<file path="config.mk">
export PLATFORM = sky130hd
export DESIGN_NAME = desp_channel
export DESIGN_NICKNAME = d
export VERILOG_FILES = /design/src/hdl/desp_pkg.sv /design/src/hdl/desp_channel.sv /design/src/hdl/desp_packer.sv
export SDC_FILE = /design/constraint.sdc
export NUM_CORES = 1
export LEC_CHECK = 0
export ABC_AREA = 1
export BUFFER_PORTS_ARGS = -buffer_cell sky130_fd_sc_hd__buf_2
export CORE_MARGIN = 3
export CORE_UTILIZATION = 35
export DETAILED_ROUTE_END_ITERATION = 6
export GPL_TIMING_DRIVEN = 0
export HOLD_SLACK_MARGIN = 0.06
export RECOVER_POWER = 50
export REMOVE_ABC_BUFFERS = 1
export SLEW_MARGIN = 30
export SYNTH_ARGS = -nofsm -noshare
export SYNTH_HDL_FRONTEND = slang
export SYNTH_SLANG_ARGS = --single-unit
</file>
<file path="constraint.sdc">
create_clock -name CLK -period 3.6 [get_ports CLK]
set_input_delay 0.36 -clock CLK [delete_from_list [all_inputs] [get_ports CLK]]
set_output_delay 0.36 -clock CLK [all_outputs]
set_load 0.01 [all_outputs]
</file>
<file path="src/hdl/desp_pkg.sv">
// constants and types shared by the element size and packing channel
package desp_pkg;

   localparam int ADDR_W = 24;
   localparam int REG_AW = 4;
   localparam int REG_DW = 16;

   // register indices
   localparam logic [3:0] REG_PORT_PARAMS = 4'h0;
   localparam logic [3:0] REG_CONTROL = 4'h1;
   localparam logic [3:0] REG_SRC_LO = 4'h2;
   localparam logic [3:0] REG_SRC_HI = 4'h3;
   localparam logic [3:0] REG_DST_LO = 4'h4;
   localparam logic [3:0] REG_DST_HI = 4'h5;
   localparam logic [3:0] REG_COUNT = 4'h6;
   localparam logic [3:0] REG_STATUS = 4'h7;

   // channel_port_parameters fields
   localparam int SIZE_LSB = 0;
   localparam int SRC_SEL_LSB = 2;
   localparam int PACK_BIT = 6;
   localparam int DST_SEL_LSB = 9;
   localparam logic [15:0] PORT_PARAMS_RESET = 16'h0000;
   localparam logic [15:0] PORT_PARAMS_MASK = 16'h1E7F;

   // control fields
   localparam int START_BIT = 0;
   localparam int SRC_MODE_LSB = 2;
   localparam int DST_MODE_LSB = 4;
   localparam logic [15:0] CONTROL_RESET = 16'h0000;

   // status fields
   localparam int BUSY_BIT = 0;
   localparam int CFG_ERR_BIT = 1;
   localparam int ALIGN_ERR_BIT = 2;
   localparam int BLOCK_ERR_BIT = 3;

   localparam logic [1:0] SIZE_BYTE = 2'b00;
   localparam logic [1:0] SIZE_HALF = 2'b01;
   localparam logic [1:0] SIZE_WORD = 2'b10;

   localparam logic [3:0] PORT_SINGLE_RAM = 4'h0;
   localparam logic [3:0] PORT_DUAL_RAM = 4'h1;
   localparam logic [3:0] PORT_EXTMEM = 4'h2;
   localparam logic [3:0] PORT_PERIPH = 4'h3;

   localparam logic [1:0] AMODE_CONST = 2'b00;
   localparam logic [1:0] AMODE_POSTINC = 2'b01;

   localparam logic [2:0] WIDE_BUS_BYTES = 3'h4;
   localparam logic [2:0] PERIPH_BUS_BYTES = 3'h2;

   // peripheral windows the channel may not touch (byte addresses)
   localparam int NUM_BLOCKED = 7;
   localparam logic [6:0][23:0] BLOCKED_BASE = {
      24'h00_7000, 24'h00_6C00, 24'h00_6800, 24'h00_1000,
      24'h00_0800, 24'h00_0600, 24'h00_0400};
   localparam logic [6:0][23:0] BLOCKED_LAST = {
      24'h00_70FF, 24'h00_6CFF, 24'h00_68FF, 24'h00_10FF,
      24'h00_0BFF, 24'h00_06FF, 24'h00_04FF};

   typedef enum logic [1:0] {
      DESP_IDLE = 2'b00,
      DESP_READ = 2'b01,
      DESP_PUSH = 2'b10
   } desp_state_t;

   typedef struct packed {
      logic [31:0] data;
      logic [2:0] nbytes;
      logic [23:0] addr;
   } desp_xfer_t;

   typedef struct packed {
      logic [23:0] addr;
      logic [1:0] size;
      logic [3:0] port;
   } desp_req_t;

endpackage

</file>
<file path="src/hdl/desp_channel.sv">
// one channel's element sizing, address stepping and source packing
// Operation
// - Every address the channel forms is a byte address.
// - Size code 00b: byte accesses, any start address, step of 1.
// - Size code 01b: halfword accesses, start bit 0 clear, step of 2.
// - Size code 10b: word accesses, start bits 1:0 clear, step of 4.
// - Byte size with the peripheral port as source or destination is refused, so no bytes pack there.
// - With packing, four bytes from a word port form a 32-bit unit.
// - With packing, two halfwords from a word port form a 32-bit unit.
// - Both RAM ports and external memory have 32-bit buses.
// - The peripheral port has a 16-bit bus, which caps packing when it is the source.
// - Via the peripheral port no access starting in a protected window is made; only the start address is checked.
// - Bit 6 turns source packing on (1) or off (0).
// - Bits 5-2 pick the source port; codes above 0011b are reserved.
//
// The address map and strobed register access were chosen for this implementation.
`timescale 1ns/100ps
`default_nettype none
module desp_channel
(
   input wire logic CLK,
   input wire logic SRST,
   input wire logic [3:0] REG_ADDR,
   input wire logic [15:0] REG_WDATA,
   input wire logic REG_WR,
   input wire logic REG_RD,
   output logic [15:0] REG_RDATA,
   output logic SRC_REQ,
   output desp_pkg::desp_req_t SRC_CMD,
   input wire logic SRC_ACK,
   input wire logic [31:0] SRC_RDATA,
   output logic XFER_VALID,
   output desp_pkg::desp_xfer_t XFER,
   output logic [3:0] XFER_PORT,
   input wire logic XFER_READY,
   output logic BUSY
);
   logic [15:0] port_params;
   logic [15:0] control;
   logic [23:0] src_start;
   logic [23:0] dst_start;
   logic [15:0] count_cfg;
   logic cfg_err;
   logic align_err;
   logic block_err;
   desp_pkg::desp_state_t state;
   desp_pkg::desp_state_t next_state;
   logic [23:0] src_addr;
   logic [23:0] dst_addr;
   logic [15:0] remaining;
   logic [1:0] size;
   logic [3:0] src_sel;
   logic [3:0] dst_sel;
   logic pack_en;
   logic [2:0] elem_bytes;
   logic [2:0] unit_bytes;
   logic [31:0] pack_data;
   logic [2:0] pack_fill;
   logic start;
   logic bad_cfg;
   logic bad_align;
   logic src_blocked;
   logic dst_blocked;
   logic take;
   logic unit_done;
   logic pushed;
   logic [15:0] rd_mux;

   // element size code to bytes per access
   function automatic logic [2:0] size_bytes(input logic [1:0] code);
      case (code)
         desp_pkg::SIZE_BYTE: size_bytes = 3'h1;
         desp_pkg::SIZE_HALF: size_bytes = 3'h2;
         default: size_bytes = 3'h4;
      endcase
   endfunction

   // internal bus width of each port
   function automatic logic [2:0] bus_bytes(input logic [3:0] sel);
      if (sel == desp_pkg::PORT_PERIPH)
         bus_bytes = desp_pkg::PERIPH_BUS_BYTES;
      else
         bus_bytes = desp_pkg::WIDE_BUS_BYTES;
   endfunction

   function automatic logic hits_protected(input logic [23:0] a);
      logic hit;
      hit = 1'b0;
      for (int i = 0; i < desp_pkg::NUM_BLOCKED; i++)
         if (a >= desp_pkg::BLOCKED_BASE[i] && a <= desp_pkg::BLOCKED_LAST[i])
            hit = 1'b1;
      hits_protected = hit;
   endfunction

   function automatic logic [23:0] step(input logic [23:0] a,
      input logic [1:0] mode, input logic [2:0] n);
      if (mode == desp_pkg::AMODE_POSTINC)
         step = a + 24'(n);
      else
         step = a;
   endfunction

   assign size = port_params[desp_pkg::SIZE_LSB +: 2];
   assign src_sel = port_params[desp_pkg::SRC_SEL_LSB +: 4];
   assign dst_sel = port_params[desp_pkg::DST_SEL_LSB +: 4];
   assign pack_en = port_params[desp_pkg::PACK_BIT];
   assign elem_bytes = size_bytes(size);

   // packing only where the bus is wider than the element
   always_comb
   begin
      if (pack_en && bus_bytes(src_sel) > elem_bytes)
         unit_bytes = bus_bytes(src_sel);
      else
         unit_bytes = elem_bytes;
   end

   // the reserved codes are caught here even though software should avoid them
   assign bad_cfg = (size == 2'b11)
      || (src_sel > desp_pkg::PORT_PERIPH)
      || (dst_sel > desp_pkg::PORT_PERIPH)
      || (size == desp_pkg::SIZE_BYTE
          && (src_sel == desp_pkg::PORT_PERIPH
              || dst_sel == desp_pkg::PORT_PERIPH));
   assign bad_align = ((size == desp_pkg::SIZE_HALF)
         && (src_start[0] || dst_start[0]))
      || ((size == desp_pkg::SIZE_WORD)
         && (src_start[1:0] != 2'b00 || dst_start[1:0] != 2'b00));

   assign start = REG_WR && REG_ADDR == desp_pkg::REG_CONTROL
      && REG_WDATA[desp_pkg::START_BIT] && state == desp_pkg::DESP_IDLE;

   // checked on every access, since stepping can walk into a window
   assign src_blocked = src_sel == desp_pkg::PORT_PERIPH
      && hits_protected(src_addr);
   assign dst_blocked = dst_sel == desp_pkg::PORT_PERIPH
      && hits_protected(dst_addr);

   assign SRC_REQ = state == desp_pkg::DESP_READ && !src_blocked;
   assign take = SRC_REQ && SRC_ACK;
   assign unit_done = take && (3'(pack_fill + elem_bytes) >= unit_bytes
      || remaining == 16'h0001);
   assign XFER_VALID = state == desp_pkg::DESP_PUSH && !dst_blocked;
   assign pushed = XFER_VALID && XFER_READY;
   assign BUSY = state != desp_pkg::DESP_IDLE;

   always_comb
   begin
      SRC_CMD.addr = src_addr;
      SRC_CMD.size = size;
      SRC_CMD.port = src_sel;
      XFER.data = pack_data;
      XFER.nbytes = pack_fill;
      XFER.addr = dst_addr;
      XFER_PORT = dst_sel;
   end

   always_comb
   begin
      next_state = state;
      case (state)
         desp_pkg::DESP_IDLE:
            if (start && !bad_cfg && !bad_align && count_cfg != 16'h0000)
               next_state = desp_pkg::DESP_READ;
         desp_pkg::DESP_READ:
            if (src_blocked)
               next_state = desp_pkg::DESP_IDLE;
            else if (unit_done)
               next_state = desp_pkg::DESP_PUSH;
         desp_pkg::DESP_PUSH:
            if (dst_blocked)
               next_state = desp_pkg::DESP_IDLE;
            else if (pushed)
               next_state = (remaining == 16'h0000) ? desp_pkg::DESP_IDLE
                  : desp_pkg::DESP_READ;
         default:
            next_state = desp_pkg::DESP_IDLE;
      endcase
   end

   always_ff @(posedge CLK)
   begin
      if (SRST)
         state <= desp_pkg::DESP_IDLE;
      else
         state <= next_state;
   end

   // working addresses and element countdown
   always_ff @(posedge CLK)
   begin
      if (SRST)
      begin
         src_addr <= 24'h00_0000;
         dst_addr <= 24'h00_0000;
         remaining <= 16'h0000;
      end
      else if (state == desp_pkg::DESP_IDLE)
      begin
         src_addr <= src_start;
         dst_addr <= dst_start;
         remaining <= count_cfg;
      end
      else
      begin
         if (take)
         begin
            src_addr <= step(src_addr,
               control[desp_pkg::SRC_MODE_LSB +: 2], elem_bytes);
            remaining <= remaining - 16'h0001;
         end
         if (pushed)
            dst_addr <= step(dst_addr,
               control[desp_pkg::DST_MODE_LSB +: 2], pack_fill);
      end
   end

   desp_packer u_packer
   (
      .CLK(CLK),
      .SRST(SRST),
      .clear(pushed || state == desp_pkg::DESP_IDLE),
      .load(take),
      .elem(SRC_RDATA),
      .elem_bytes(elem_bytes),
      .packed_data(pack_data),
      .fill(pack_fill)
   );

   // software registers
   always_ff @(posedge CLK)
   begin
      if (SRST)
      begin
         port_params <= desp_pkg::PORT_PARAMS_RESET;
         control <= desp_pkg::CONTROL_RESET;
         src_start <= 24'h00_0000;
         dst_start <= 24'h00_0000;
         count_cfg <= 16'h0000;
      end
      else if (REG_WR && state == desp_pkg::DESP_IDLE)
      begin
         case (REG_ADDR)
            desp_pkg::REG_PORT_PARAMS:
               port_params <= REG_WDATA & desp_pkg::PORT_PARAMS_MASK;
            desp_pkg::REG_CONTROL:
               control <= {10'h000, REG_WDATA[5:2], 2'b00};
            desp_pkg::REG_SRC_LO: src_start[15:0] <= REG_WDATA;
            desp_pkg::REG_SRC_HI: src_start[23:16] <= REG_WDATA[7:0];
            desp_pkg::REG_DST_LO: dst_start[15:0] <= REG_WDATA;
            desp_pkg::REG_DST_HI: dst_start[23:16] <= REG_WDATA[7:0];
            desp_pkg::REG_COUNT: count_cfg <= REG_WDATA;
            default: ;
         endcase
      end
   end

   // sticky errors, write one to clear; a new error wins over the clear
   always_ff @(posedge CLK)
   begin
      if (SRST)
      begin
         cfg_err <= 1'b0;
         align_err <= 1'b0;
         block_err <= 1'b0;
      end
      else
      begin
         if (start && bad_cfg)
            cfg_err <= 1'b1;
         else if (REG_WR && REG_ADDR == desp_pkg::REG_STATUS
                  && REG_WDATA[desp_pkg::CFG_ERR_BIT])
            cfg_err <= 1'b0;
         if (start && bad_align)
            align_err <= 1'b1;
         else if (REG_WR && REG_ADDR == desp_pkg::REG_STATUS
                  && REG_WDATA[desp_pkg::ALIGN_ERR_BIT])
            align_err <= 1'b0;
         if ((state == desp_pkg::DESP_READ && src_blocked)
             || (state == desp_pkg::DESP_PUSH && dst_blocked))
            block_err <= 1'b1;
         else if (REG_WR && REG_ADDR == desp_pkg::REG_STATUS
                  && REG_WDATA[desp_pkg::BLOCK_ERR_BIT])
            block_err <= 1'b0;
      end
   end

   always_comb
   begin
      case (REG_ADDR)
         desp_pkg::REG_PORT_PARAMS: rd_mux = port_params;
         desp_pkg::REG_CONTROL: rd_mux = control;
         desp_pkg::REG_SRC_LO: rd_mux = src_start[15:0];
         desp_pkg::REG_SRC_HI: rd_mux = {8'h00, src_start[23:16]};
         desp_pkg::REG_DST_LO: rd_mux = dst_start[15:0];
         desp_pkg::REG_DST_HI: rd_mux = {8'h00, dst_start[23:16]};
         desp_pkg::REG_COUNT: rd_mux = remaining;
         desp_pkg::REG_STATUS:
            rd_mux = {12'h000, block_err, align_err, cfg_err, BUSY};
         default: rd_mux = 16'h0000;
      endcase
   end

   always_ff @(posedge CLK)
   begin
      if (SRST)
         REG_RDATA <= 16'h0000;
      else if (REG_RD)
         REG_RDATA <= rd_mux;
      else
         REG_RDATA <= 16'h0000;
   end
endmodule // desp_channel
`default_nettype wire

</file>
<file path="src/hdl/desp_packer.sv">
// packs successive elements low lane first into one bus-wide quantity
`timescale 1ns/100ps
`default_nettype none
module desp_packer
(
   input wire logic CLK,
   input wire logic SRST,
   input wire logic clear,
   input wire logic load,
   input wire logic [31:0] elem,
   input wire logic [2:0] elem_bytes,
   output logic [31:0] packed_data,
   output logic [2:0] fill
);
   logic [31:0] mask;
   logic [4:0] shift;

   always_comb
   begin
      shift = {fill[1:0], 3'b000};
      case (elem_bytes)
         3'h1: mask = 32'h0000_00FF;
         3'h2: mask = 32'h0000_FFFF;
         default: mask = 32'hFFFF_FFFF;
      endcase
   end

   always_ff @(posedge CLK)
   begin
      if (SRST || clear)
      begin
         packed_data <= 32'h0000_0000;
         fill <= 3'h0;
      end
      else if (load)
      begin
         packed_data <= packed_data | ((elem & mask) << shift);
         fill <= 3'(fill + elem_bytes);
      end
   end
endmodule // desp_packer
`default_nettype wire

</file>
## Word-level counts from Yosys, hierarchy flattened

Index checks and enable logic that the tools add are counted.

| word-level totals | value |
|---|---|
| flip-flop bits (word level) | 199 |
| output and inout bits | 112 |

| cells by class | value |
|---|---|
| add/subtract/negate cells | 4 |
| magnitude comparators | 32 |
| equality and inequality tests | 22 |
| shifts and indexed selects | 1 |
| multiplexer cells | 40 |
| bitwise operators | 3 |
| reduce and logical (&&, ||, !) cells | 81 |

Operator list:

| cell | count |
|---|---|
| $ge A24 B15 Y1 const B | 6 |
| $le A24 B15 Y1 const B | 6 |
| $mux W24 | 6 |
| $pmux W16 S8 | 1 |
| $ge A24 B11 Y1 const B | 4 |
| $le A24 B11 Y1 const B | 4 |
| $pmux W32 S2 | 1 |
| $add A24 B3 Y24 | 2 |
| $ge A24 B12 Y1 const B | 2 |
| $ge A24 B13 Y1 const B | 2 |
| $le A24 B12 Y1 const B | 2 |
| $le A24 B13 Y1 const B | 2 |
| $logic_and A1 B1 Y1 | 40 |
| $and A32 B32 Y32 | 1 |
| $mux W16 | 2 |
| $or A32 B32 Y32 | 1 |
| $shl A32 B5 Y32 | 1 |
| $mux W1 | 21 |
| $reduce_bool A2 Y1 | 10 |
| $reduce_and A2 Y1 | 9 |
| $eq A16 B1 Y1 const B | 1 |
| $eq A4 B2 Y1 const B | 4 |
| $eq A4 B3 Y1 const B | 4 |
| $logic_not A16 Y1 | 1 |
| other kinds (24) | 50 |

## Longest topological paths before layout

Gate-level depths: netlist (run 1).

| depth | value |
|---|---|
| depth in word-level cells | 17 |
| mapped depth | 17 |
| depth with buffers taken out | 17 |

## Modules after synthesis

Synthesis (run 1) repeated with hierarchy kept, for this count alone.

| unflattened totals | value |
|---|---|
| cell total of the unflattened synthesis | 1636 |
| area, all modules | 10933.0 um^2 |

Modules (own cells, without submodules):

| module | times used | cells each | area each (um^2) |
|---|---|---|---|
| desp_channel | 1 | 1362 | 9143.8 |
| desp_packer | 1 | 274 | 1789.2 |

## Worst setup path after synthesis (run 1)

OpenSTA, ideal clock, no wires.

| timing | value |
|---|---|
| path type | reg2reg |
| from | reg port_params[0] |
| to | reg src_addr[13] |
| arrival time | 2.607 ns |
| required time | 3.530 ns |
| path slack | 0.923 ns |
| stages on the path, launching flop included | 16 |
| period minus slack after synthesis | 2.677 ns |
| cell sequence | dfxtp_1 > nor2_1 > inv_1 > clkbuf_1 > ha_1 > ha_1 > inv_1 > o21ai_0 > a31oi_1 > nor2_1 > nand3_1 > nand2_1 > nand2_1 > o21ai_0 > nand3_1 > a21oi_1 |

| on the way | value |
|---|---|
| word-level cells in the longest chain between the ends | 6 |

RTL lines:

| item | line | source |
|---|---|---|
| start: declaration | desp_channel.sv:38 | `logic [15:0] port_params;` |
| start signal: assignment | desp_channel.sv:235 | `port_params <= desp_pkg::PORT_PARAMS_RESET;` |
| start signal: assignment | desp_channel.sv:245 | `port_params <= REG_WDATA & desp_pkg::PORT_PARAMS_MASK;` |
| $eq A2 B1 Y1 / $logic_not A2 Y1 (equally long branches) | desp_channel.sv:71 | `case (code)` |
| $pmux W3 S2 * | desp_channel.sv:71 |  |
| $add A24 B3 Y24 * | desp_channel.sv:98 | `step = a + 24'(n);` |
| $mux W24 * | desp_channel.sv:97 | `if (mode == desp_pkg::AMODE_POSTINC)` |
| $mux W24 * | desp_channel.sv:206 | `if (take)` |
| $mux W24 * | desp_channel.sv:198 | `else if (state == desp_pkg::DESP_IDLE)` |
| end signal: assignment | desp_channel.sv:200 | `src_addr <= src_start;` |
| end signal: assignment | desp_channel.sv:208 | `src_addr <= step(src_addr,` |
| end: declaration | desp_channel.sv:48 | `logic [23:0] src_addr;` |

Every way passes the cells marked *; elsewhere a longest branch is shown, timed or not. The select of a mux whose other input is x is not followed.
A chain may end at the register's enable or synchronous reset.

## Worst setup path in the final report (run 1)

| timing | value |
|---|---|
| from | in SRST |
| to | reg REG_RDATA[5] |

| on the way | value |
|---|---|
| word-level cells in the longest chain between the ends | 1 |

RTL lines:

| item | line | source |
|---|---|---|
| start: declaration | desp_channel.sv:22 | `input wire logic SRST,` |
| $reduce_or A2 Y1 (no line) | -- |  |
| end signal: assignment | desp_channel.sv:309 | `REG_RDATA <= rd_mux;` |
| end: declaration | desp_channel.sv:27 | `output logic [15:0] REG_RDATA,` |

Every way passes these cells.

==> out/results.md, run 1 <==
| Stage | Result | Value |
|---|---|---|
| status | Run status | finished, violations left |
| status | Violations in the final reports | max-capacitance violations, max-slew violations |
| power | Internal portion of total power | 3560 uW |
| layout | Number of non-filler instances in the completed layout | 2211 |
| timing | Shortest clock period the worst path allows after layout | 3.37 ns |
| clocking | Longest Clk Path Bufs | 2 |
| clocking | Number of clock sinks | 199 |
| placed design | Number of placed instances, taps included | 2177 |
| timing | Worst slew pin tran | 1.59 ns |
| global route | Antenna violations before repair | 4 |
| setup path | Logic depth of the worst register-to-register path | 9 |
| placed design | Number of buffers inserted by port buffering | 169 |
| setup path | Sequence of cells on the critical path | clkbuf_2 > inv_4 > clkbuf_2 > nand2_1 > a21oi_1 |
| layout | Fraction of layout instances using a drive strength above 1 | 7.17% |
| setup path | Critical Path End Type | register |
| timing | Setup clock skew after layout | 0.0113 ns |
| setup path | Crit. Startpoint | SRST |
| power | Proportion of power drawn by the clock network | 44.8% |
| die | Std cell rows | 64 |
| power | Logic gate share of total power | 8.0% |
| setup path | End of the worst register-to-register path | src_start[4]$_SDFFE_PP0P_ |
| synthesis | Register bit count reported by yosys | 199 |
| clocking | Clock tree from TritonCTS | done |
| timing | Post-route clock period utilization | 93.7% |
| synthesis | Post-synth EDFFs | 0 |
| setup path | Register-to-register setup slack | 0.29 ns |
| power | Switching part of the total power | 26.1% |
| placed design | Placer's final routability congestion estimate | 1.00 |
| die | Starting utilization of the core area | 36.0% |
| clocking | Cell at the root of the clock tree | sky130_fd_sc_hd__clkbuf_16 |
| power | Maximum vdd drop | 307 uV |
| synthesis | Most used flip-flop cell after synthesis | sky130_fd_sc_hd__dfxtp_1 |
| setup path | WP data arrival | 3.69 ns |
| timing | Final count of pins violating max slew | 65 |
| setup path | Critical path startpoint category | primary input |
| power | Switch Pwr | 1250 uW |
| die | Area enclosed by the die boundary | 34000 sq um |
| power | Share of total power in sequential cells | 47.2% |
| synthesis | Synth cell types | 43 |
| timing | Setup TNS | 0 ns |
| clocking | Post-cts hold buffer count | 0 |
| synthesis | Async set-reset flop share out of synthesis | 0% |
| clocking | CTS clock-pin slew for the worst setup and hold paths | 0.08 ns |
| die | Core area | 31000 sq um |
| drt | Final ANT Viol Nets | 0 |
| synthesis | Post-synthesis area per instance | 6.52 sq um |
| drt | Violation count after the first detailed-route iteration | 1113 |
| setup path | Worst setup path end | REG_RDATA[5]$_SDFF_PP0_ |
| power | Static Leak | 0.00483 uW |
| die | Vert. Die Dim | 184 um |
| flow run | Max-Cap Viols | 1 |
| hold path | Worst hold path cell count | 3 |
| die | Top-level port count | 170 |
| hold path | Type of the tightest min-delay check | primary input to register |
| placed design | Post-DP HPWL | 27300 um |
| drt | Number of detailed-route iterations in the first pass | 7 |
| timing | Maximum achievable frequency | 297 MHz |
| setup path | Crit Path Max Fanout | 64 |
| power | Power density over cell area | 381 nW/um^2 |
| clocking | Depth of the CTS H-tree | 4 |
| synthesis | Top post-synthesis cells by area | sky130_fd_sc_hd__dfxtp_1 (36%), sky130_fd_sc_hd__nand2_1 (10%), sky130_fd_sc_hd__a21oi_1 (8.4%) |
| setup path | CP max stage delay | 0.78 ns |
| drt | Post-route DRC | 0 |
| synthesis | Largest area contributor in the synthesized netlist | sky130_fd_sc_hd__dfxtp_1 |
| timing | RSZ-0062 raised after global routing | no |
| setup path | Most used cell, CP | sky130_fd_sc_hd__clkbuf_2 |
| timing | Final setup violation count | 0 |
| setup path | Startpoint of the lowest-slack register-to-register path | state[1]$_SDFFE_PP0P_ |
| global route | Via count of the first global-routing pass | 10700 |
| synthesis | Synth Instances | 1710 |
| synthesis | Fraction of post-synthesis cell area in the top cell type by area | 35.7% |
| drt | Wirelength, routed | 38200 um |
| layout | Most common library cell in the layout ignoring fill and taps | sky130_fd_sc_hd__nand2_1 |
| layout | Top library cells by usage in the layout, fill and taps aside | sky130_fd_sc_hd__nand2_1 (301), sky130_fd_sc_hd__nor2_1 (240), sky130_fd_sc_hd__dfxtp_1 (198) |
| clocking | Skew-Pair Late Insertion Delay | 0.44 ns |
| timing | Number of failing hold endpoints at the final stage | 0 |
| timing | Final setup slack of the worst path | 0.228 ns |
| global route | Largest net degree at the start of global routing | 118 |
| setup path | CP Class | primary input to register |
| global route | Total congestion overflow after global routing | 0 |
| drt | Detailed-route vias per instance | 5.31 |
| synthesis | Yosys synthesis warning count | 0 |
| global route | Overall Global Routing Usage | 21.9% |
| synthesis | Summed instance area of the synthesized netlist | 11100 sq um |
| drt | Drt wl/cell | 17.3 um |
| timing | Max transition margin | -6.20% |
| timing | Worst hold-check slack | 0.209 ns |
| layout | Number of nets in the final layout | 1875 |
| layout | Core occupancy in the finished layout | 40.8% |
| setup path | Slowest-stage cell, CP | sky130_fd_sc_hd__clkbuf_2 |
| drt | Total via count after detailed routing | 11700 |
| die | Die X | 184 um |
| clocking | Clock buffers created by TritonCTS | 17 |
| global route | First-pass GRT wire length | 59200 um |
| layout | Filler cell count | 3317 |
| layout | Area Overhead vs Synth | 13.3% |
| setup path | Required time of the critical path | 3.92 ns |
| placed design | Worst Setup Slack post-DPL | 0.194 ns |
| synthesis | Proportion of synthesized chip area in sequential cells | 35.7% |
==> worst max-delay path: cells and delay by family <==
kind | cells | cell delay [ns]
buf+inv | 3 | 2.20
compound gates | 1 | 0.47
simple gates | 1 | 0.59
==> Yosys cell counts, types with 3 or more instances <==
cell type and number:
sky130_fd_sc_hd__a21oi_1 186, sky130_fd_sc_hd__a221oi_1 13, sky130_fd_sc_hd__a311oi_1 3, sky130_fd_sc_hd__a31oi_1 7, sky130_fd_sc_hd__buf_2 15, sky130_fd_sc_hd__buf_4 19
sky130_fd_sc_hd__buf_6 4, sky130_fd_sc_hd__clkbuf_1 65, sky130_fd_sc_hd__clkinv_1 5, sky130_fd_sc_hd__dfxtp_1 199, sky130_fd_sc_hd__fa_1 3, sky130_fd_sc_hd__ha_1 13
sky130_fd_sc_hd__inv_1 176, sky130_fd_sc_hd__inv_2 7, sky130_fd_sc_hd__nand2_1 298, sky130_fd_sc_hd__nand2_2 4, sky130_fd_sc_hd__nand2_4 3, sky130_fd_sc_hd__nand3_1 155
sky130_fd_sc_hd__nand3_4 3, sky130_fd_sc_hd__nand4_1 20, sky130_fd_sc_hd__nor2_1 241, sky130_fd_sc_hd__nor2_2 5, sky130_fd_sc_hd__nor3_1 20, sky130_fd_sc_hd__nor4_1 7
sky130_fd_sc_hd__o21ai_0 170, sky130_fd_sc_hd__o21ai_1 4, sky130_fd_sc_hd__o221ai_1 3, sky130_fd_sc_hd__o22ai_1 16, sky130_fd_sc_hd__xnor2_1 7, sky130_fd_sc_hd__xor2_1 20
==> cells by family (layout without fill, tap and decap cells) <==
family	after synthesis	in the layout	share of synthesized area, %
and+or+nand+nor	765	765	29.6
other	0	1	0
adders and majority gates	16	16	2.00
buffers and inverters	292	396	10.9
xor gates and xnor gates	27	27	2.12
DFF	199	199	35.7
AOI/OAI and AO/OA	411	411	19.6
==> how the worst min path moves through the flow <==
stage | startpoint | end
6_report | REG_WDATA[15] | dst_start[15]$_SDFFE_PP0P_
2_1_floorplan | SRST | align_err$_SDFFE_PP0P_
3_5_place_dp | u_packer.packed_data[3]$_SDFFE_PP0P_ | u_packer.packed_data[3]$_SDFFE_PP0P_
5_1_grt | REG_WDATA[15] | dst_start[15]$_SDFFE_PP0P_
4_1_cts | REG_WDATA[15] | dst_start[15]$_SDFFE_PP0P_
3_3_place_gp | u_packer.packed_data[23]$_SDFFE_PP0P_ | u_packer.packed_data[23]$_SDFFE_PP0P_
==> routing by layer <==
| layer | part of all wire (%) | track usage [%] | up-vias | routed length, um |
|---|---|---|---|---|
| met1 | 45 | 30.4 | 5390 | 17200 |
| met4 | 2.3 | 6.08 | 6 | 879 |
| met2 | 45 | 34.7 | 453 | 17100 |
| met5 | 0.089 | 0 | - | 34 |
| met3 | 7.8 | 4.20 | 61 | 2980 |
| li1 | - | - | 5825 | - |
==> timing repair <==
item,CTS,global route
endpoints found under the setup margin,0,7
resized for setup,0,3
setup buffers,0,1
==> power by group through the flow <==
stage | logic (uW) | registers (uW) | clock network (uW)
final | 385 | 2270 | 2160
after global routing | 430 | 2270 | 2260
after CTS | 388 | 2270 | 2190
after detailed placement | 385 | 2320 | 0
after global placement | 376 | 2320 | 0
after floorplan | 212 | 2310 | 0
==> metrics by stage <==
stage	power [uW]	area, sq um
after floorplan	2520	10600
after global placement	2700	12000
after detailed placement	2710	12200
after CTS	4850	12800
after global routing	4970	12600
final	4810	12600
==> flip-flops by register name, indices dropped and copies added (netlist names), 2 cells and up <==
| signal | cells |
|---|---|
| dst_addr | 24 |
| remaining | 16 |
| src_start | 24 |
| u_packer.fill | 3 |
| u_packer.packed_data | 32 |
| port_params | 11 |
| src_addr | 24 |
| dst_start | 24 |
| control | 4 |
| REG_RDATA | 16 |
| state | 2 |
| count_cfg | 16 |
==> cell type report <==
| type | count | area, sq um | area share, % |
|---|---|---|---|
| Multi-Input combinational cell | 1219 | 5940 | 47.0 |
| Sequential cell | 199 | 3990 | 31.6 |
| Timing Repair Buffer | 175 | 833 | 6.60 |
| Inverter | 189 | 723 | 5.72 |
| Tap cell | 396 | 495 | 3.92 |
| Clock buffer | 18 | 439 | 3.48 |
| Clock inverter | 14 | 213 | 1.68 |
| Antenna cell | 1 | 2.50 | 0.0198 |
(Power assumes the default switching activity.)
==> run 2, diff against run 1 <==
--- a/config.mk
+++ b/config.mk
@@ -5,7 +5,7 @@
 export SDC_FILE = /design/constraint.sdc
 export NUM_CORES = 1
 export LEC_CHECK = 0
-export ABC_AREA = 1
+export ABC_AREA = 0
 export BUFFER_PORTS_ARGS = -buffer_cell sky130_fd_sc_hd__buf_2
 export CORE_MARGIN = 3
 export CORE_UTILIZATION = 35
@@ -14,7 +14,6 @@
 export HOLD_SLACK_MARGIN = 0.06
 export RECOVER_POWER = 50
 export REMOVE_ABC_BUFFERS = 1
-export SLEW_MARGIN = 30
 export SYNTH_ARGS = -nofsm -noshare
 export SYNTH_HDL_FRONTEND = slang
 export SYNTH_SLANG_ARGS = --single-unit
==> run 2 against run 1 <==
The run now ends clean. Worst setup slack worse by 0.022 ns. Total power down 7.7%. Clock skew increased by 0.0085 ns. First-iteration DRC count decreased by 5.1%. Cell count fell by 20%. Area after synthesis decreased by 9.5%. Highest routed layer is now met4. Sequential power about the same.
==> out/results.md, run 2 <==
| Stage | Result | Value | Change |
|---|---|---|---|
| clocking | Depth of the CTS H-tree | 4 | unchanged |
| synthesis | Most used flip-flop cell after synthesis | sky130_fd_sc_hd__dfxtp_1 | unchanged |
| synthesis | Fraction of post-synthesis cell area in the top cell type by area | 39.5% | was 35.7% |
| placed design | Standard cell area after detailed placement | 11200 sq um | was 12200 sq um |
| layout | Fraction of layout instances using a drive strength above 1 | 11.5% | was 7.17% |
| timing | Post-route clock period utilization | 94.3% | was 93.7% |
| layout | Number of non-filler instances in the completed layout | 1776 | was 2211 |
| layout | Diode count | 0 | was 1 |
| synthesis | Combinational family with the most area after synthesis | simple AND/OR/NAND/NOR gates | unchanged |
| global route | Via count of the first global-routing pass | 9356 | was 10700 |
| timing | Max transition margin | 3.62% | was -6.20% |
| clocking | Post-cts hold buffer count | 0 | unchanged |
| layout | Max reg flops | 32 | unchanged |
| drt | Violation count after the first detailed-route iteration | 1056 | was 1113 |
| synthesis | Post-synthesis area per instance | 7.89 sq um | was 6.52 sq um |
| power | Maximum vdd drop | 267 uV | was 307 uV |
| synthesis | Most frequent cells after synthesis | sky130_fd_sc_hd__nand2_1 (218), sky130_fd_sc_hd__dfxtp_1 (199), sky130_fd_sc_hd__a21oi_1 (143), sky130_fd_sc_hd__nor2_1 (112), sky130_fd_sc_hd__nand3_1 (67) | was sky130_fd_sc_hd__nand2_1 (298), sky130_fd_sc_hd__nor2_1 (241), sky130_fd_sc_hd__dfxtp_1 (199), sky130_fd_sc_hd__a21oi_1 (186), sky130_fd_sc_hd__inv_1 (176) |
| setup path | CP max stage delay | 1.21 ns | was 0.78 ns |
| timing | Number of failing hold endpoints at the final stage | 0 | unchanged |
| global route | Antenna violations before repair | 0 | was 4 |
| synthesis | Compound-Gate Fraction of Synth Area | 20.9% | was 19.6% |
| clocking | Skew-Pair Late Insertion Delay | 0.45 ns | was 0.44 ns |
| clocking | Clock buffers created by TritonCTS | 17 | unchanged |
| timing | Final count of pins violating max slew | 0 | was 65 |
| clocking | Clock tree from TritonCTS | done | unchanged |
| setup path | Critical Path End Type | register | unchanged |
| synthesis | Proportion of synthesized chip area in sequential cells | 39.5% | was 35.7% |
| die | Std cell rows | 61 | was 64 |
| flow run | Max-Cap Viols | 0 | was 1 |
| synthesis | Xor and xnor fraction of the mapped netlist area | 2.78% | was 2.12% |
| drt | Wirelength, routed | 36100 um | was 38200 um |
| synthesis | Async set-reset flop share out of synthesis | 0% | unchanged |
| placed design | Number of buffers inserted by port buffering | 169 | unchanged |
| synthesis | Post-synthesis mux area share | 1.62% | was 0% |
| die | Core area | 28100 sq um | was 31000 sq um |
| synthesis | Cell with the most instances after synthesis | sky130_fd_sc_hd__nand2_1 | unchanged |
| synthesis | Yosys synthesis warning count | 0 | unchanged |
| global route | Total congestion overflow after global routing | 0 | unchanged |
| synthesis | Largest area contributor in the synthesized netlist | sky130_fd_sc_hd__dfxtp_1 | unchanged |
| clocking | Cell at the root of the clock tree | sky130_fd_sc_hd__clkbuf_16 | unchanged |
| power | Power density over cell area | 383 nW/um^2 | was 381 nW/um^2 |
| layout | Core occupancy in the finished layout | 41.3% | was 40.8% |
| hold path | Type of the tightest min-delay check | primary input to register | unchanged |
| synthesis | Synth Instances | 1279 | was 1710 |
| setup path | Sequence of cells on the critical path | buf_2 > clkbuf_4 > inv_1 > nand3_1 > a31oi_1 | was clkbuf_2 > inv_4 > clkbuf_2 > nand2_1 > a21oi_1 |
| global route | First-pass GRT wire length | 55300 um | was 59200 um |
| setup path | Required time of the critical path | 3.87 ns | was 3.92 ns |
| setup path | Slowest-stage cell, CP | sky130_fd_sc_hd__clkbuf_4 | was sky130_fd_sc_hd__clkbuf_2 |
| drt | Number of detailed-route iterations in the first pass | 6 | was 7 |
| synthesis | Post-synth EDFFs | 0 | unchanged |
| timing | Setup clock skew after layout | 0.0198 ns | was 0.0113 ns |
| setup path | CP Class | primary input to register | unchanged |
| layout | Final non-filler cell area | 11600 sq um | was 12600 sq um |
| layout | Number of nets in the final layout | 1459 | was 1875 |
| global route | Overall Global Routing Usage | 22.7% | was 21.9% |
| drt | Total via count after detailed routing | 10200 | was 11700 |
| synthesis | Top post-synthesis cells by area | sky130_fd_sc_hd__dfxtp_1 (39%), sky130_fd_sc_hd__nand2_1 (8.1%), sky130_fd_sc_hd__a21oi_1 (7.1%) | was sky130_fd_sc_hd__dfxtp_1 (36%), sky130_fd_sc_hd__nand2_1 (10%), sky130_fd_sc_hd__a21oi_1 (8.4%) |
| status | Run status | finished, final reports clean | was finished, violations left |
| synthesis | Simple logic cell fraction of the synthesized area | 27.6% | was 29.6% |
| die | Starting utilization of the core area | 35.9% | was 36.0% |
| die | Vert. Die Dim | 176 um | was 184 um |
| setup path | WP data arrival | 3.66 ns | was 3.69 ns |
| setup path | Critical path startpoint category | primary input | unchanged |
| placed design | Number of placed instances, taps included | 1743 | was 2177 |
| placed design | Post-DP HPWL | 25700 um | was 27300 um |
| synthesis | Arithmetic-cell share of the synthesized area counting full adders, half adders and majority gates | 2.21% | was 2.00% |
| layout | Area Overhead vs Synth | 15.1% | was 13.3% |
| clocking | Total of cells resized after clock tree synthesis | 0 | unchanged |
| drt | Detailed-route vias per instance | 5.73 | was 5.31 |
| layout | Top library cells by usage in the layout, fill and taps aside | sky130_fd_sc_hd__nand2_1 (218), sky130_fd_sc_hd__dfxtp_1 (197), sky130_fd_sc_hd__a21oi_1 (143) | was sky130_fd_sc_hd__nand2_1 (301), sky130_fd_sc_hd__nor2_1 (240), sky130_fd_sc_hd__dfxtp_1 (198) |
| die | Area enclosed by the die boundary | 30900 sq um | was 34000 sq um |
| layout | Most common library cell in the layout ignoring fill and taps | sky130_fd_sc_hd__nand2_1 | unchanged |
| timing | RSZ-0062 raised after global routing | no | unchanged |
| drt | Final ANT Viol Nets | 0 | unchanged |
| clocking | Number of clock sinks | 199 | unchanged |
| die | Top-level port count | 170 | unchanged |
| timing | Worst slew pin tran | 1.45 ns | was 1.59 ns |
| clocking | Post-CTS setup buffer count | 0 | unchanged |
| synthesis | Summed instance area of the synthesized netlist | 10100 sq um | was 11100 sq um |
| setup path | Crit Path Max Fanout | 120 | was 64 |
| synthesis | Synth cell types | 86 | was 43 |
| clocking | Longest Clk Path Bufs | 2 | unchanged |
| clocking | CTS clock-pin slew for the worst setup and hold paths | 0.08 ns | about the same |
| timing | Final setup violation count | 0 | unchanged |
| timing | Maximum achievable frequency | 295 MHz | was 297 MHz |
| synthesis | Register bit count reported by yosys | 199 | unchanged |
| layout | Top register by number of flip-flops | u_packer.packed_data | unchanged |
| die | Die X | 176 um | was 184 um |
| drt | Drt wl/cell | 20.3 um | was 17.3 um |
| global route | Largest net degree at the start of global routing | 121 | was 118 |
| drt | Post-route DRC | 0 | unchanged |
| power | Static Leak | 0.00362 uW | was 0.00483 uW |
| placed design | Placer's final routability congestion estimate | 0.886 | was 1.00 |
| timing | Shortest clock period the worst path allows after layout | 3.39 ns | was 3.37 ns |
-- run 2: power breakdown --
group	internal [uW]	switching (uW)	leakage (uW)	total, uW
Sequential	2220	23.4	0.00161	2240
Combinational	73.2	165	0.00173	238
Clock	988	976	0.000280	1960
Total	3280	1160	0.00362	4440
-- run 2: per-layer routing --
layer | global-route usage [%] | share of wire (%)
met1 | 32.4 | 45
met2 | 34.8 | 44
met3 | 4.11 | 7.8
met4 | 7.59 | 2.8
met5 | 0 | 0
-- run 2: cell families after synthesis --
logic type | count (synthesis)
xor+xnor | 32
simple gates | 567
compound gates | 329
buf+inv | 121
flops | 199
fa+ha+maj | 16
mux | 15
-- run 2: critical path: cells and delay by family --
| kind | cells | cell delay (ns) |
|---|---|---|
| AO/OA/AOI/OAI | 1 | 0.19 |
| buffers and inverters | 3 | 2.21 |
| AND/OR/NAND/NOR | 1 | 0.80 |
-- run 2: through the flow --
stage | total power (uW) | setup slack (ns) | hold WS [ns] | TNS [ns]
2_1_floorplan | 2380 | -1.06 | 0.425 | -43.72
3_3_place_gp | 2520 | -4.25 | 0.443 | -493.36
3_5_place_dp | 2530 | 0.0435 | 0.449 | 0
4_1_cts | 4470 | 0.00838 | 0.163 | 0
5_1_grt | 4570 | 0.0365 | 0.183 | 0
6_report | 4440 | 0.206 | 0.172 | 0
-- run 2: cell type report --
class	instances	area, sq um
repair buffers	182	870
flip-flops and latches	199	3990
clock buffers	17	425
well taps	378	473
multi-input cells	959	5600
fillers	3006	16500
inverters	26	98.8
clock inverters	15	158
-- run 2: final timing paths --
kind,startpoint,end,slack [ns],cells past startpoint
max reg2reg,port_params[0]$_SDFFE_PP0P_,src_addr[22]$_SDFFE_PP0P_,0.24,11
max,SRST,REG_RDATA[1]$_SDFF_PP0_,0.21,5
min,SRC_RDATA[4],u_packer.packed_data[4]$_SDFFE_PP0P_,0.17,3
min reg2reg,u_packer.packed_data[17]$_SDFFE_PP0P_,u_packer.packed_data[17]$_SDFFE_PP0P_,0.47,2
==> run 3, diff against run 2 <==
--- a/config.mk
+++ b/config.mk
@@ -7,11 +7,10 @@
 export LEC_CHECK = 0
 export ABC_AREA = 0
 export BUFFER_PORTS_ARGS = -buffer_cell sky130_fd_sc_hd__buf_2
-export CORE_MARGIN = 3
 export CORE_UTILIZATION = 35
 export DETAILED_ROUTE_END_ITERATION = 6
 export GPL_TIMING_DRIVEN = 0
-export HOLD_SLACK_MARGIN = 0.06
+export MAX_ROUTING_LAYER = met4
 export RECOVER_POWER = 50
 export REMOVE_ABC_BUFFERS = 1
 export SYNTH_ARGS = -nofsm -noshare
==> run 3 against run 2 <==
Sequential cell count did not move. Sequential power about the same. Non-clock buffer count down 2. Critical path depth grew 5. Total power grew 1.9%. Sequential share of layout area shrank 0.15 points. Utilization increased by 0.16 points. Combinational power about the same. Final area increased by 0.40%. Via count decreased by 0.68%. Register-to-register slack better by 0.03 ns. Maximum frequency rose by 2.1%. Critical path type is now register to register. Largest cell class unchanged.
==> out/results.md, run 3 (synthesis gave the netlist of run 2 again) <==
| Stage | Result | Value | Change |
|---|---|---|---|
| die | Starting utilization of the core area | 35.9% | unchanged |
| timing | Max transition margin | 2.44% | was 3.62% |
| setup path | Crit path buf inv count | 1 | was 3 |
| setup path | CP Class | register to register | was primary input to register |
| clocking | Clock buffers created by TritonCTS | 17 | unchanged |
| global route | Largest net degree at the start of global routing | 101 | was 121 |
| power | Switch Pwr | 1120 uW | was 1160 uW |
| setup path | Required time of the critical path | 3.98 ns | was 3.87 ns |
| layout | Total area of multi-input combinational cells | 5600 sq um | about the same |
| setup path | End of the worst register-to-register path | src_addr[20]$_SDFFE_PP0P_ | was src_addr[22]$_SDFFE_PP0P_ |
| layout | Top register by number of flip-flops | u_packer.packed_data | unchanged |
| power | Static Leak | 0.00363 uW | was 0.00362 uW |
| setup path | Crit. Startpoint | port_params[0]$_SDFFE_PP0P_ | was SRST |
| hold path | Type of the tightest min-delay check | primary input to register | unchanged |
| layout | Filler cell count | 2980 | was 3006 |
| drt | Wirelength, routed | 35200 um | was 36100 um |
| drt | Total via count after detailed routing | 10100 | was 10200 |
| timing | Worst hold-check slack | 0.182 ns | was 0.172 ns |
| setup path | Logic depth of the worst register-to-register path | 10 | was 11 |
| setup path | Sequence of cells on the critical path | nor2b_2 > inv_1 > ha_1 > ha_1 > nor2b_1 > o211ai_1 > nor3_2 > nand3_1 > or4_1 > nand3_1 | was buf_2 > clkbuf_4 > inv_1 > nand3_1 > a31oi_1 |
| flow run | Max-Cap Viols | 0 | unchanged |
| status | Run status | finished, final reports clean | unchanged |
| timing | Number of failing hold endpoints at the final stage | 0 | unchanged |
| setup path | Register-to-register setup slack | 0.27 ns | was 0.24 ns |
| timing | Post-route clock period utilization | 92.4% | was 94.3% |
| global route | Overall Global Routing Usage | 24.4% | was 22.7% |
| clocking | Cell at the root of the clock tree | sky130_fd_sc_hd__clkbuf_16 | unchanged |
| setup path | Worst setup path end | src_addr[20]$_SDFFE_PP0P_ | was REG_RDATA[1]$_SDFF_PP0_ |
| global route | Via count of the first global-routing pass | 9219 | was 9356 |
| timing | Shortest clock period the worst path allows after layout | 3.33 ns | was 3.39 ns |
| layout | Core occupancy in the finished layout | 41.5% | was 41.3% |
| placed design | Number of buffers inserted by port buffering | 169 | unchanged |
| placed design | Placer's final routability congestion estimate | 0.902 | was 0.886 |
| timing | Setup clock skew after layout | 0.0183 ns | was 0.0198 ns |
| layout | Fraction of layout instances using a drive strength above 1 | 11.2% | was 11.5% |
| setup path | Critical path startpoint category | register | was primary input |
| clocking | Depth of the CTS H-tree | 4 | unchanged |
| global route | Antenna violations before repair | 1 | was 0 |
| setup path | WP data arrival | 3.70 ns | was 3.66 ns |
| layout | Footprint of the flip-flops and latches | 3990 sq um | about the same |
| layout | Area Overhead vs Synth | 15.5% | was 15.1% |
| layout | Number of nets in the final layout | 1457 | was 1459 |
| setup path | CP max stage delay | 0.53 ns | was 1.21 ns |
| clocking | Longest Clk Path Bufs | 2 | unchanged |
| timing | Final count of pins violating max slew | 0 | unchanged |
| clocking | Skew-Pair Late Insertion Delay | 0.44 ns | was 0.45 ns |
| layout | Max reg flops | 32 | unchanged |
| die | Vert. Die Dim | 172 um | was 176 um |
| timing | Setup TNS | 0 ns | unchanged |
| drt | Post-route DRC | 0 | unchanged |
| placed design | Post-DP HPWL | 25200 um | was 25700 um |
| timing | Worst slew pin tran | 1.46 ns | was 1.45 ns |
| die | Std cell rows | 61 | unchanged |
| setup path | Crit. path cell count | 10 | was 5 |
| die | Die X | 172 um | was 176 um |
| die | Top-level port count | 170 | unchanged |
| power | Switching part of the total power | 24.8% | was 26.2% |
| clocking | Number of clock sinks | 199 | unchanged |
| timing | Maximum achievable frequency | 301 MHz | was 295 MHz |
| setup path | Critical Path End Type | register | unchanged |
| drt | Number of detailed-route iterations in the first pass | 6 | unchanged |
| power | Maximum vdd drop | 228 uV | was 267 uV |
| drt | Final ANT Viol Nets | 0 | unchanged |
| power | Share of total power in sequential cells | 49.5% | was 50.4% |
| power | Proportion of power drawn by the clock network | 45.2% | was 44.2% |
| global route | Total congestion overflow after global routing | 0 | unchanged |
| power | Power density over cell area | 388 nW/um^2 | was 383 nW/um^2 |
| setup path | Startpoint of the lowest-slack register-to-register path | port_params[0]$_SDFFE_PP0P_ | unchanged |
| die | Core area | 28100 sq um | unchanged |
| layout | Most common library cell in the layout ignoring fill and taps | sky130_fd_sc_hd__nand2_1 | unchanged |
| clocking | CTS clock-pin slew for the worst setup and hold paths | 0.08 ns | about the same |
| clocking | Clock tree from TritonCTS | done | unchanged |
| die | Area enclosed by the die boundary | 29500 sq um | was 30900 sq um |
| setup path | Slowest-stage cell, CP | sky130_fd_sc_hd__dfxtp_1 | was sky130_fd_sc_hd__clkbuf_4 |
| timing | RSZ-0062 raised after global routing | no | unchanged |
| layout | Top library cells by usage in the layout, fill and taps aside | sky130_fd_sc_hd__nand2_1 (218), sky130_fd_sc_hd__dfxtp_1 (198), sky130_fd_sc_hd__a21oi_1 (143) | was sky130_fd_sc_hd__nand2_1 (218), sky130_fd_sc_hd__dfxtp_1 (197), sky130_fd_sc_hd__a21oi_1 (143) |
| setup path | Family with the most delay on the worst path | simple AND/OR/NAND/NOR gates | was buffers and inverters |
| setup path | Crit Path Max Fanout | 8 | was 120 |
| drt | Detailed-route vias per instance | 5.70 | was 5.73 |
| drt | Drt wl/cell | 19.8 um | was 20.3 um |
| timing | Final setup violation count | 0 | unchanged |
| drt | Violation count after the first detailed-route iteration | 1116 | was 1056 |
| global route | First-pass GRT wire length | 53400 um | was 55300 um |
| power | Logic gate share of total power | 5.3% | was 5.4% |
| power | Internal portion of total power | 3400 uW | was 3280 uW |
## run 3: changes by cell type in the layout (fill, tap and decap cells not counted), moves of 2 or more
cell,previous run,this run
sky130_fd_sc_hd__bufinv_16,1,3
sky130_fd_sc_hd__inv_8,5,1
sky130_fd_sc_hd__inv_6,3,6
sky130_fd_sc_hd__buf_2,62,59
## run 3: area by class of cell
cell class                 count  share of cell area, %
tap                          378                   4.06
antenna                        1                 0.0215
sequential                   199                   34.2
multi-input combinational    959                   48.0
inverter                      26                  0.848
clock inverter                14                   1.59
timing repair buffer         180                   7.60
clock buffer                  17                   3.65
## run 3: worst min path at each step
stage / start / endpoint / slack, ns / depth (start not counted)
floorplan: SRST / dst_addr[22]$_SDFFE_PP0P_ / 0.42 / 1
global placement: u_packer.packed_data[10]$_SDFFE_PP0P_ / u_packer.packed_data[10]$_SDFFE_PP0P_ / 0.44 / 2
detailed placement: u_packer.packed_data[11]$_SDFFE_PP0P_ / u_packer.packed_data[11]$_SDFFE_PP0P_ / 0.45 / 2
CTS: SRC_RDATA[5] / u_packer.packed_data[5]$_SDFFE_PP0P_ / 0.17 / 3
global route: SRC_RDATA[7] / u_packer.packed_data[7]$_SDFFE_PP0P_ / 0.18 / 3
finish: SRC_RDATA[7] / u_packer.packed_data[7]$_SDFFE_PP0P_ / 0.18 / 3
## run 3: metal layers
layer,GRT usage [%],vias to the layer above,share of wire [%]
li1,-,4799,-
met4,5.69,0,1.9
met2,37.6,406,45
met5,-,-,0
met1,33.4,4856,45
met3,3.98,53,7.4
## run 3: tightest hold or removal path, delay by kind of cell
family	cells	cell delay, ns
buf+inv	1	0.10
simple gates	1	0.07
compound gates	1	0.06
## run 3: power groups by stage
stage	sequential (uW)	combinational [uW]	clock (uW)
finish	2240	241	2050
global route	2240	259	2160
CTS	2240	239	2080
detailed placement	2290	238	0
global placement	2290	228	0
floorplan	2280	90.7	0
## run 3: stage by stage
step                      total power, uW  setup slack (ns)  instance area (sq um)  cells
final                                4530             0.275                  11700   1774
after global routing                 4660            0.0316                  11700   1774
after CTS                            4560            0.0537                  11800   1773
after detailed placement             2530            0.0653                  11200   1742
after global placement               2520             -4.36                  11000   1731
after floorplan                      2380             -1.06                   9630   1184
## run 3: what timing repair did
item / CTS / global route
setup buffers: 0 / 0
hold buffers: 0 / 0
setup endpoints to repair: 0 / 5
gates resized for setup: 0 / 3
hold endpoints to repair: 0 / 0
